[src/rtl/fcs_map.svh]
`ifndef FCS_MAP_SVH
`define FCS_MAP_SVH
// APB register offsets of the controller
`define FCS_REG_CTRL    12'h000
`define FCS_REG_ADDR    12'h004
`define FCS_REG_DATA    12'h008
`define FCS_REG_STAT    12'h00C
`define FCS_REG_RDATA   12'h010
// Control field positions
`define FCS_CTRL_GO     0
`define FCS_CTRL_OP_LSB 4
// Status field positions
`define FCS_ST_BUSY     0
`define FCS_ST_DONE     1
`define FCS_ST_FAIL     2
// Flash command codes and unlock addresses
`define FCS_A_555       19'h00555
`define FCS_A_2AA       19'h002AA
`define FCS_D_AA        8'hAA
`define FCS_D_55        8'h55
`define FCS_D_RESET     8'hF0
`define FCS_D_IDENT     8'h90
`define FCS_D_PROG      8'hA0
`define FCS_D_ESETUP    8'h80
`define FCS_D_CHIP      8'h10
`define FCS_D_SECT      8'h30
`define FCS_D_SUSP      8'hB0
`define FCS_D_RESUME    8'h30
// Status bit positions on the flash data bus
`define FCS_POLL_BIT    7
`define FCS_TOGGLE_BIT  6
`define FCS_TMO_BIT     5
`define FCS_ETOG_BIT    2
// Strobe timing
`define FCS_STROBE_NS   40
`define FCS_CLK_NS      8
`define FCS_STROBE_CYC  ((`FCS_STROBE_NS + `FCS_CLK_NS - 1) / `FCS_CLK_NS)
// Suspend wait, microseconds
`define FCS_SUSP_US     20
`define FCS_SUSP_CYC    ((`FCS_SUSP_US * 1000 + `FCS_CLK_NS - 1) / `FCS_CLK_NS)
`endif

[src/rtl/fcs_pkg.sv]
package fcs_pkg;
  typedef enum logic [3:0] {
    FCS_OP_RESET, FCS_OP_IDENT, FCS_OP_PROG, FCS_OP_CHIP, FCS_OP_SECT,
    FCS_OP_SUSP, FCS_OP_RESUME, FCS_OP_READ
  } fcs_op_t;

  typedef struct packed {
    logic [18:0] addr;
    logic [7:0]  dout;
    logic        dq_oe_n;
    logic        ce_n;
    logic        we_n;
    logic        oe_n;
  } fcs_pins_t;

  typedef struct packed {
    logic        psel;
    logic        penable;
    logic        pwrite;
    logic [11:0] paddr;
    logic [31:0] pwdata;
  } fcs_apb_req_t;

  typedef struct packed {
    logic        pready;
    logic [31:0] prdata;
    logic        pslverr;
  } fcs_apb_rsp_t;
endpackage

[src/rtl/fcs_bus_cycle.sv]
`timescale 1ns/1ps
`include "fcs_map.svh"
// One flash bus cycle: write or read, strobes held for a fixed time
module fcs_bus_cycle
  import fcs_pkg::*;
(
  input  wire logic              mclk_i,
  input  wire logic              rstn_i,
  input  wire logic              start_i,
  input  wire logic              write_i,
  input  wire logic [18:0]       addr_i,
  input  wire logic [7:0]        wdata_i,
  input  wire logic [7:0]        dq_i,
  output fcs_pkg::fcs_pins_t     pins_o,
  output logic                   done_o,
  output logic [7:0]             rdata_o
);
  import fcs_pkg::*;

  typedef enum logic [1:0] {BC_IDLE, BC_SETUP, BC_STROBE, BC_HOLD} fcs_bc_t;
  typedef struct packed {
    fcs_bc_t     st;
    logic [3:0]  cnt;
    fcs_pins_t   pins;
    logic [7:0]  rdata;
    logic        done;
  } fcs_bc_state_t;

  fcs_bc_state_t s_r;
  fcs_bc_state_t s_nxt;

  always_comb begin
    s_nxt = s_r;
    s_nxt.done = 1'b0;
    unique case (s_r.st)
      BC_IDLE: begin
        if (start_i) begin
          // Address settles before either strobe falls
          s_nxt.pins.addr    = addr_i;
          s_nxt.pins.dout    = wdata_i;
          s_nxt.pins.dq_oe_n = ~write_i;
          s_nxt.st           = BC_SETUP;
        end
      end
      BC_SETUP: begin
        // Chip enable and strobe fall together; address is latched there
        s_nxt.pins.ce_n = 1'b0;
        s_nxt.pins.we_n = ~s_r.pins.dq_oe_n ? 1'b0 : 1'b1;
        s_nxt.pins.oe_n = ~s_r.pins.dq_oe_n ? 1'b1 : 1'b0;
        s_nxt.cnt       = 4'(`FCS_STROBE_CYC);
        s_nxt.st        = BC_STROBE;
      end
      BC_STROBE: begin
        if (s_r.cnt > 4'h1) begin
          s_nxt.cnt = s_r.cnt - 4'h1;
        end else begin
          // Data stays valid across the rising edge of the strobes
          s_nxt.rdata     = dq_i;
          s_nxt.pins.ce_n = 1'b1;
          s_nxt.pins.we_n = 1'b1;
          s_nxt.pins.oe_n = 1'b1;
          s_nxt.st        = BC_HOLD;
        end
      end
      BC_HOLD: begin
        s_nxt.pins.dq_oe_n = 1'b1;
        s_nxt.done         = 1'b1;
        s_nxt.st           = BC_IDLE;
      end
    endcase
    if (!rstn_i) begin
      s_nxt = '0;
      s_nxt.pins.dq_oe_n = 1'b1;
      s_nxt.pins.ce_n    = 1'b1;
      s_nxt.pins.we_n    = 1'b1;
      s_nxt.pins.oe_n    = 1'b1;
    end
  end

  always_ff @(posedge mclk_i) begin
    s_r <= s_nxt;
  end

  assign pins_o  = s_r.pins;
  assign done_o  = s_r.done;
  assign rdata_o = s_r.rdata;

  a_data_at_rise: assert property (@(posedge mclk_i) disable iff (!rstn_i)
    $rose(s_r.pins.we_n) |-> !s_r.pins.dq_oe_n) else $error("write data released before strobe rise");
endmodule

[src/rtl/fcs_ctrl.sv]
`timescale 1ns/1ps
`include "fcs_map.svh"
// How it works
// - Reset is one F0 write; sent to leave identification or after timeout
// - Every multi-cycle command opens with AA at 555 then 55 at 2AA
// - Identification: unlock pair then 90 at 555
// - Program: unlock pair, A0 at 555, data at target
// - Chip erase: unlock, 80 at 555, unlock, 10 at 555
// - Sector erase: five like chip erase, then 30 at sector address
module fcs_ctrl
  import fcs_pkg::*;
(
  input  wire logic              mclk_i,
  input  wire logic              rstn_i,
  input  fcs_pkg::fcs_apb_req_t  apb_i,
  output fcs_pkg::fcs_apb_rsp_t  apb_o,
  input  wire logic [7:0]        dq_i,
  output fcs_pkg::fcs_pins_t     pins_o
);
  import fcs_pkg::*;

  // ==========================================================
  // State
  typedef enum logic [2:0] {ST_IDLE, ST_SEQ, ST_POLL, ST_WAIT, ST_DONE} fcs_st_t;
  typedef struct packed {
    fcs_st_t     st;
    fcs_op_t     op;
    logic [2:0]  step;
    logic [18:0] addr;
    logic [7:0]  data;
    logic [7:0]  rdata;
    logic        have_prev;
    logic [7:0]  prev;
    logic        busy;
    logic        done;
    logic        fail;
    logic        issue;
    logic        is_wr;
    logic [18:0] c_addr;
    logic [7:0]  c_data;
    logic [11:0] wcnt;
  } fcs_state_t;

  fcs_state_t s_r;
  fcs_state_t s_nxt;
  logic       cyc_done;
  logic [7:0] cyc_rdata;

  // ==========================================================
  // Sequence table: address and data of each write step
  function automatic logic [26:0] seq_word(input fcs_op_t op, input logic [2:0] step,
                                           input logic [18:0] a, input logic [7:0] d);
    logic [26:0] w;
    w = {`FCS_A_555, `FCS_D_RESET};
    unique case (step)
      3'd0: w = {`FCS_A_555, `FCS_D_AA};
      3'd1: w = {`FCS_A_2AA, `FCS_D_55};
      3'd2: w = {`FCS_A_555, (op == FCS_OP_IDENT) ? `FCS_D_IDENT :
                             (op == FCS_OP_PROG)  ? `FCS_D_PROG : `FCS_D_ESETUP};
      3'd3: w = (op == FCS_OP_PROG) ? {a, d} : {`FCS_A_555, `FCS_D_AA};
      3'd4: w = {`FCS_A_2AA, `FCS_D_55};
      default: w = (op == FCS_OP_CHIP) ? {`FCS_A_555, `FCS_D_CHIP}
                                       : {a[18:16], 16'h0000, `FCS_D_SECT};
    endcase
    return w;
  endfunction

  function automatic logic [2:0] seq_len(input fcs_op_t op);
    logic [2:0] n;
    n = 3'd1;
    unique case (op)
      FCS_OP_IDENT: n = 3'd3;
      FCS_OP_PROG:  n = 3'd4;
      FCS_OP_CHIP:  n = 3'd6;
      FCS_OP_SECT:  n = 3'd6;
      default:      n = 3'd1;
    endcase
    return n;
  endfunction

  // ==========================================================
  // Sequencer
  always_comb begin
    s_nxt       = s_r;
    s_nxt.issue = 1'b0;
    unique case (s_r.st)
      ST_IDLE: begin
        if (apb_i.psel && apb_i.penable && apb_i.pwrite && apb_i.paddr == `FCS_REG_CTRL
            && apb_i.pwdata[`FCS_CTRL_GO]) begin
          s_nxt.op        = fcs_op_t'(apb_i.pwdata[`FCS_CTRL_OP_LSB +: 4]);
          s_nxt.step      = 3'd0;
          s_nxt.busy      = 1'b1;
          s_nxt.done      = 1'b0;
          s_nxt.fail      = 1'b0;
          s_nxt.have_prev = 1'b0;
          s_nxt.st        = ST_SEQ;
        end
      end
      ST_SEQ: begin
        if (!s_r.issue && s_r.step == 3'd0 && !cyc_done) begin
          s_nxt.issue = 1'b1;
          s_nxt.is_wr = 1'b1;
          unique case (s_r.op)
            FCS_OP_RESET:  {s_nxt.c_addr, s_nxt.c_data} = {`FCS_A_555, `FCS_D_RESET};
            FCS_OP_SUSP:   {s_nxt.c_addr, s_nxt.c_data} = {`FCS_A_555, `FCS_D_SUSP};
            FCS_OP_RESUME: {s_nxt.c_addr, s_nxt.c_data} = {`FCS_A_555, `FCS_D_RESUME};
            FCS_OP_READ: begin
              s_nxt.is_wr  = 1'b0;
              s_nxt.c_addr = s_r.addr;
            end
            default:       {s_nxt.c_addr, s_nxt.c_data} = seq_word(s_r.op, 3'd0, s_r.addr, s_r.data);
          endcase
          s_nxt.step = 3'd1;
        end else if (cyc_done) begin
          if (s_r.step < seq_len(s_r.op)) begin
            // Next write of the unlock or command sequence
            s_nxt.issue = 1'b1;
            s_nxt.is_wr = 1'b1;
            {s_nxt.c_addr, s_nxt.c_data} = seq_word(s_r.op, s_r.step, s_r.addr, s_r.data);
            s_nxt.step  = s_r.step + 3'd1;
          end else if (s_r.op == FCS_OP_READ) begin
            s_nxt.rdata = cyc_rdata;
            s_nxt.st    = ST_DONE;
          end else if (s_r.op == FCS_OP_PROG || s_r.op == FCS_OP_CHIP || s_r.op == FCS_OP_SECT) begin
            // First status read; one read is outstanding at a time
            s_nxt.issue  = 1'b1;
            s_nxt.is_wr  = 1'b0;
            s_nxt.c_addr = s_r.addr;
            s_nxt.st     = ST_POLL;
          end else if (s_r.op == FCS_OP_SUSP) begin
            s_nxt.wcnt = 12'(`FCS_SUSP_CYC);
            s_nxt.st   = ST_WAIT;
          end else begin
            s_nxt.st = ST_DONE;
          end
        end
      end
      ST_POLL: begin
        // Read the status byte until the toggle bit stops inverting
        if (cyc_done) begin
          s_nxt.prev      = cyc_rdata;
          s_nxt.have_prev = 1'b1;
          s_nxt.rdata     = cyc_rdata;
          if (s_r.have_prev && cyc_rdata[`FCS_TOGGLE_BIT] == s_r.prev[`FCS_TOGGLE_BIT]) begin
            s_nxt.st = ST_DONE;
          end else if (s_r.have_prev && s_r.prev[`FCS_TMO_BIT] && cyc_rdata[`FCS_TMO_BIT]) begin
            s_nxt.fail = 1'b1;
            s_nxt.op   = FCS_OP_RESET;
            s_nxt.step = 3'd0;
            s_nxt.st   = ST_SEQ;
          end else begin
            // Next status read only once the previous one has finished
            s_nxt.issue  = 1'b1;
            s_nxt.is_wr  = 1'b0;
            s_nxt.c_addr = s_r.addr;
          end
        end
      end
      ST_WAIT: begin
        if (s_r.wcnt > 12'h001) begin
          s_nxt.wcnt = s_r.wcnt - 12'h001;
        end else begin
          s_nxt.st = ST_DONE;
        end
      end
      ST_DONE: begin
        s_nxt.busy = 1'b0;
        s_nxt.done = 1'b1;
        s_nxt.st   = ST_IDLE;
      end
      default: s_nxt.st = ST_IDLE;
    endcase
    // Register writes; ADDR and DATA only change while idle (writes while busy are ignored)
    if (apb_i.psel && apb_i.penable && apb_i.pwrite && s_r.st == ST_IDLE) begin
      if (apb_i.paddr == `FCS_REG_ADDR) s_nxt.addr = apb_i.pwdata[18:0];
      if (apb_i.paddr == `FCS_REG_DATA) s_nxt.data = apb_i.pwdata[7:0];
      if (apb_i.paddr == `FCS_REG_STAT && apb_i.pwdata[`FCS_ST_DONE]) s_nxt.done = 1'b0;
    end
    if (!rstn_i) begin
      s_nxt    = '0;
      s_nxt.st = ST_IDLE;
    end
  end

  always_ff @(posedge mclk_i) begin
    s_r <= s_nxt;
  end

  // ==========================================================
  // Flash bus cycle engine
  fcs_bus_cycle u_cycle (
    .mclk_i  (mclk_i),
    .rstn_i  (rstn_i),
    .start_i (s_r.issue),
    .write_i (s_r.is_wr),
    .addr_i  (s_r.c_addr),
    .wdata_i (s_r.c_data),
    .dq_i    (dq_i),
    .pins_o  (pins_o),
    .done_o  (cyc_done),
    .rdata_o (cyc_rdata)
  );

  // ==========================================================
  // APB read side, zero wait states
  always_comb begin
    apb_o         = '0;
    apb_o.pready  = 1'b1;
    apb_o.pslverr = apb_i.psel && apb_i.paddr > `FCS_REG_RDATA;
    unique case (apb_i.paddr)
      `FCS_REG_CTRL:  apb_o.prdata = {28'h0000000, s_r.op};
      `FCS_REG_ADDR:  apb_o.prdata = {13'h0000, s_r.addr};
      `FCS_REG_DATA:  apb_o.prdata = {24'h000000, s_r.data};
      `FCS_REG_STAT:  apb_o.prdata = {29'h00000000, s_r.fail, s_r.done, s_r.busy};
      `FCS_REG_RDATA: apb_o.prdata = {24'h000000, s_r.rdata};
      default:        apb_o.prdata = 32'h00000000;
    endcase
  end

  a_unlock_first: assert property (@(posedge mclk_i) disable iff (!rstn_i)
    s_r.issue && s_r.step == 3'd1 && s_r.op == FCS_OP_PROG |-> s_r.c_data == 8'hAA && s_r.c_addr == 19'h00555)
    else $error("program does not open with unlock");
  a_prog_cmd: assert property (@(posedge mclk_i) disable iff (!rstn_i)
    s_r.issue && s_r.step == 3'd3 && s_r.op == FCS_OP_PROG |-> s_r.c_data == 8'hA0)
    else $error("program command byte wrong");
  a_susp_wait: assert property (@(posedge mclk_i) disable iff (!rstn_i)
    $rose(s_r.st == ST_WAIT) |-> s_r.wcnt == 12'd2500) else $error("suspend wait wrong");
  a_chip_last: assert property (@(posedge mclk_i) disable iff (!rstn_i)
    s_r.issue && s_r.step == 3'd6 && s_r.op == FCS_OP_CHIP |-> s_r.c_data == 8'h10)
    else $error("chip erase byte wrong");
  a_sect_last: assert property (@(posedge mclk_i) disable iff (!rstn_i)
    s_r.issue && s_r.step == 3'd6 && s_r.op == FCS_OP_SECT |-> s_r.c_data == 8'h30 && s_r.c_addr[15:0] == 16'h0000)
    else $error("sector erase byte wrong");
  a_ident_cmd: assert property (@(posedge mclk_i) disable iff (!rstn_i)
    s_r.issue && s_r.step == 3'd3 && s_r.op == FCS_OP_IDENT |-> s_r.c_data == 8'h90)
    else $error("identification byte wrong");
  a_fail_reset: assert property (@(posedge mclk_i) disable iff (!rstn_i)
    $rose(s_r.fail) |-> s_r.op == FCS_OP_RESET ##[1:20] s_r.issue && s_r.c_data == 8'hF0)
    else $error("no reset after timeout");
  a_reset_byte: assert property (@(posedge mclk_i) disable iff (!rstn_i)
    s_r.issue && s_r.op == FCS_OP_RESET |-> s_r.c_data == 8'hF0) else $error("reset byte wrong");
endmodule

[config.mk]
export PLATFORM = sky130hd
export DESIGN_NAME = fcs_ctrl
export DESIGN_NICKNAME = d
export VERILOG_FILES = /design/src/rtl/fcs_pkg.sv /design/src/rtl/fcs_bus_cycle.sv /design/src/rtl/fcs_ctrl.sv
export VERILOG_INCLUDE_DIRS = /design/src /design/src/rtl
export SDC_FILE = /design/constraint.sdc
export NUM_CORES = 1
export LEC_CHECK = 0
export BUFFER_PORTS_ARGS = -buffer_cell sky130_fd_sc_hd__buf_2
export CAP_MARGIN = 20
export CORE_ASPECT_RATIO = 1.5
export CORE_MARGIN = 5
export CORE_UTILIZATION = 51
export CTS_BUF_LIST = sky130_fd_sc_hd__clkbuf_16
export CTS_CLUSTER_DIAMETER = 120
export CTS_CLUSTER_SIZE = 25
export DETAILED_ROUTE_END_ITERATION = 7
export MAX_ROUTING_LAYER = met4
export PLACE_DENSITY = 0.76
export SLEW_MARGIN = 10
export SYNTH_ARGS = -nofsm -noshare
export SYNTH_HDL_FRONTEND = slang
export SYNTH_SLANG_ARGS = --single-unit
export TNS_END_PERCENT = 1
[constraint.sdc]
create_clock -name mclk_i -period 3 [get_ports mclk_i]
set_clock_uncertainty 0.05 [all_clocks]
set_input_delay 0.3 -clock mclk_i [delete_from_list [all_inputs] [get_ports mclk_i]]
set_output_delay 0.3 -clock mclk_i [all_outputs]
set_load 0.005 [all_outputs]
==> flow_summary.json <==
{
  "outcome": "finished clean",
  "cts_max_level": 4,
  "fin_area_um2": 8190,
  "placementRows": 53,
  "met1_length_um": 7700,
  "tritoncts": "yes",
  "synth_flop_cell": "dfxtp_1",
  "multi_input_area_um2": 3750,
  "min_path_type": "in2reg",
  "final_common_cell": "nand2_1",
  "netlist_area_um2": 7190,
  "crit_chain": "nor4b_2, or2_2, inv_1, ha_1, or3_1, o32a_1, buf_4, o221a_2, and3_1, a21oi_1, nor2_1",
  "die_x_um": 107,
  "drive_above_1_share": 0.220,
  "cts_hold_buf": 0,
  "met3_wirelength_um": 1050,
  "place_congestion": 1.02,
  "cts.repair.resized": 0,
  "grt_use_total": 0.231,
  "design.core.area_um2": 13900,
  "drtPass1Iterations": 6,
  "clock-root-buffer": "clkbuf_16",
  "routed.top_layer": "met4",
  "power_leakage_nw": 3.27,
  "critical_path.max_stage_delay_ns": 0.37,
  "chipHeight_um": 155,
  "start_util": 0.516,
  "maxCapViolations": 0,
  "crit_type": "reg2reg",
  "start_kind": "flop",
  "endpoint_kind": "flop",
  "path_clk_slew_ns": 0.06,
  "yosys_warnings": 0,
  "synth.distinct_cells": 79,
  "regArea_um2": 2760,
  "synth-edff-count": 0,
  "clkSinkCount": 138,
  "wl_met2_um": 9370,
  "slew_headroom": 0.336,
  "dpl-instance-area_um2": 7600,
  "cp_num_buf_inv": 2,
  "grt_max_degree": 39,
  "startpoint": "s_r[91]",
  "antenna_found_initial": 0,
  "min_period_over_period": 0.948,
  "grt_pass1_wl_um": 30200,
  "avgSynthCellArea_um2": 8.08,
  "synthCells": 890,
  "synthArstFlopShare": 0,
  "wire_per_inst_um": 16.6,
  "final_nets": 1030,
  "finalCriticalPeriod_ns": 2.84,
  "pre_cts_ws_ns": 0.122,
  "rr_startpoint": "s_r[91]",
  "n_antenna_cell": 0,
  "nFillCells": 1285,
  "synth_seq_cells": 138,
  "p_per_area_nw_per_um2": 571,
  "final_cell_mix": "140 x nand2_1, 137 x dfxtp_1, 99 x a21oi_1",
  "cpLargestDelayFamily": "simple AND/OR/NAND/NOR gates",
  "hold_viol": 0,
  "worst_slack_ns": 0.157,
  "worstPathMaxFanout": 8,
  "cts_buffer_depth": 2,
  "dr_total_vias": 6605,
  "area_delta_synth_final_pct": 14.0,
  "drv_slew": 0,
  "ys_seq_area_frac": 0.384,
  "drcViolationCount": 0,
  "drt_iter0_drc": 518,
  "ir_worst_vdd_v": 0.000313,
  "cts_buffers": 17,
  "crit_arrival_ns": 3.09,
  "portBuffers": 94,
  "cp.required_ns": 3.25,
  "first_global_vias": 6170,
  "setup_violations": 0,
  "place_hpwl_um": 13600,
  "insertion_delay_ns": 0.42,
  "worstHoldStart": "apb_i[9]",
  "fmax_mhz": 352,
  "routed_wl_um": 18800,
  "routed_via_density": 5.81,
  "die_area_um2": 16600,
  "ant_nets": 0,
  "slowest_stage": "dfxtp_1",
  "gr-total-overflow": 0,
  "io_pins": 122,
  "post_cts_buffers": 0,
  "worstMarginPinSlew_ns": 0.996
}
-- metrics by stage --
stage | hold slack [ns] | util | std cells | power [W] | TNS, ns
global route | 0.0673 | 0.588 | 1137 | 0.00489 | -0.0164
CTS | 0.0604 | 0.588 | 1137 | 0.00471 | 0
global placement | 0.390 | 0.546 | 1105 | 0.00264 | 0
floorplan | 0.381 | - | 902 | 0.00248 | 0
detailed placement | 0.394 | 0.546 | 1105 | 0.00266 | 0
finish | 0.0678 | 0.588 | 1137 | 0.00468 | 0
-- Yosys cell counts (10+ instances only) --
cell / n / area share
dfxtp_1: 138 / 0.38
and2_1: 17 / 0.015
nand2_2: 13 / 0.011
nor3_1: 13 / 0.0090
nand3_1: 31 / 0.022
mux2i_1: 13 / 0.018
o21ai_0: 45 / 0.031
a21oi_1: 99 / 0.069
ha_1: 14 / 0.024
a21oi_2: 10 / 0.012
nand2_1: 140 / 0.073
a221o_1: 10 / 0.014
inv_1: 21 / 0.011
clkbuf_1: 36 / 0.019
nand2b_1: 10 / 0.0087
buf_4: 47 / 0.049
nor2_1: 67 / 0.035
-- report_power, final --
group / internal, W / switching, W
sequential: 0.00190 / 0.0000516
combinational: 0.000258 / 0.000411
clock: 0.00122 / 0.000835
total: 0.00338 / 0.00130
-- final timing paths --
kind                             end  slack [ns]  cells after the start
setup / recovery             s_r[59]        0.16                     11
hold reg to reg   u_cycle.pins_o[15]        0.40                      2
setup reg to reg             s_r[59]        0.16                     11
hold / removal               s_r[78]        0.07                      3
-- flip-flops by register name (all words and copies together), names as in the netlist --
register	count
s_r	92
u_cycle.done_o	1
u_cycle.pins_o	31
u_cycle.rdata_o	8
u_cycle.s_r	6
-- cell families after synthesis --
| kind of cell | Yosys count | share of synthesized area |
|---|---|---|
| AND/OR/NAND/NOR | 355 | 0.245 |
| AO/OA/AOI/OAI | 243 | 0.219 |
| flip-flops | 138 | 0.384 |
| buffers and inverters | 120 | 0.102 |
| multiplexers | 15 | 0.0212 |
| adder cells (fa/ha/maj) | 14 | 0.0244 |
| XOR/XNOR | 3 | 0.00366 |
| other | 2 | 0.00104 |
-- worst register-to-register path: cells and delay by family (launching register included) --
family	cells	cell delay (ns)
simple gates	5	1.08
compound gates	3	0.81
flops	1	0.37
buf+inv	2	0.22
fa+ha+maj	1	0.18
-- layer usage --
| layer | vias up | global-route usage |
|---|---|---|
| li1 | 3219 | - |
| met2 | 230 | 0.388 |
| met4 | 0 | 0.110 |
| met3 | 61 | 0.0390 |
| met5 | - | - |
| met1 | 3095 | 0.267 |
-- final cells by class --
type                            count  area share
Multi-Input combinational cell    644       0.458
Timing Repair Buffer              136      0.0989
Sequential cell                   138       0.337
Clock inverter                     15      0.0185
Tap cell                          165      0.0252
Clock buffer                       17      0.0519
Inverter                           22      0.0102
Note: power is estimated with default switching activity, not from simulation.
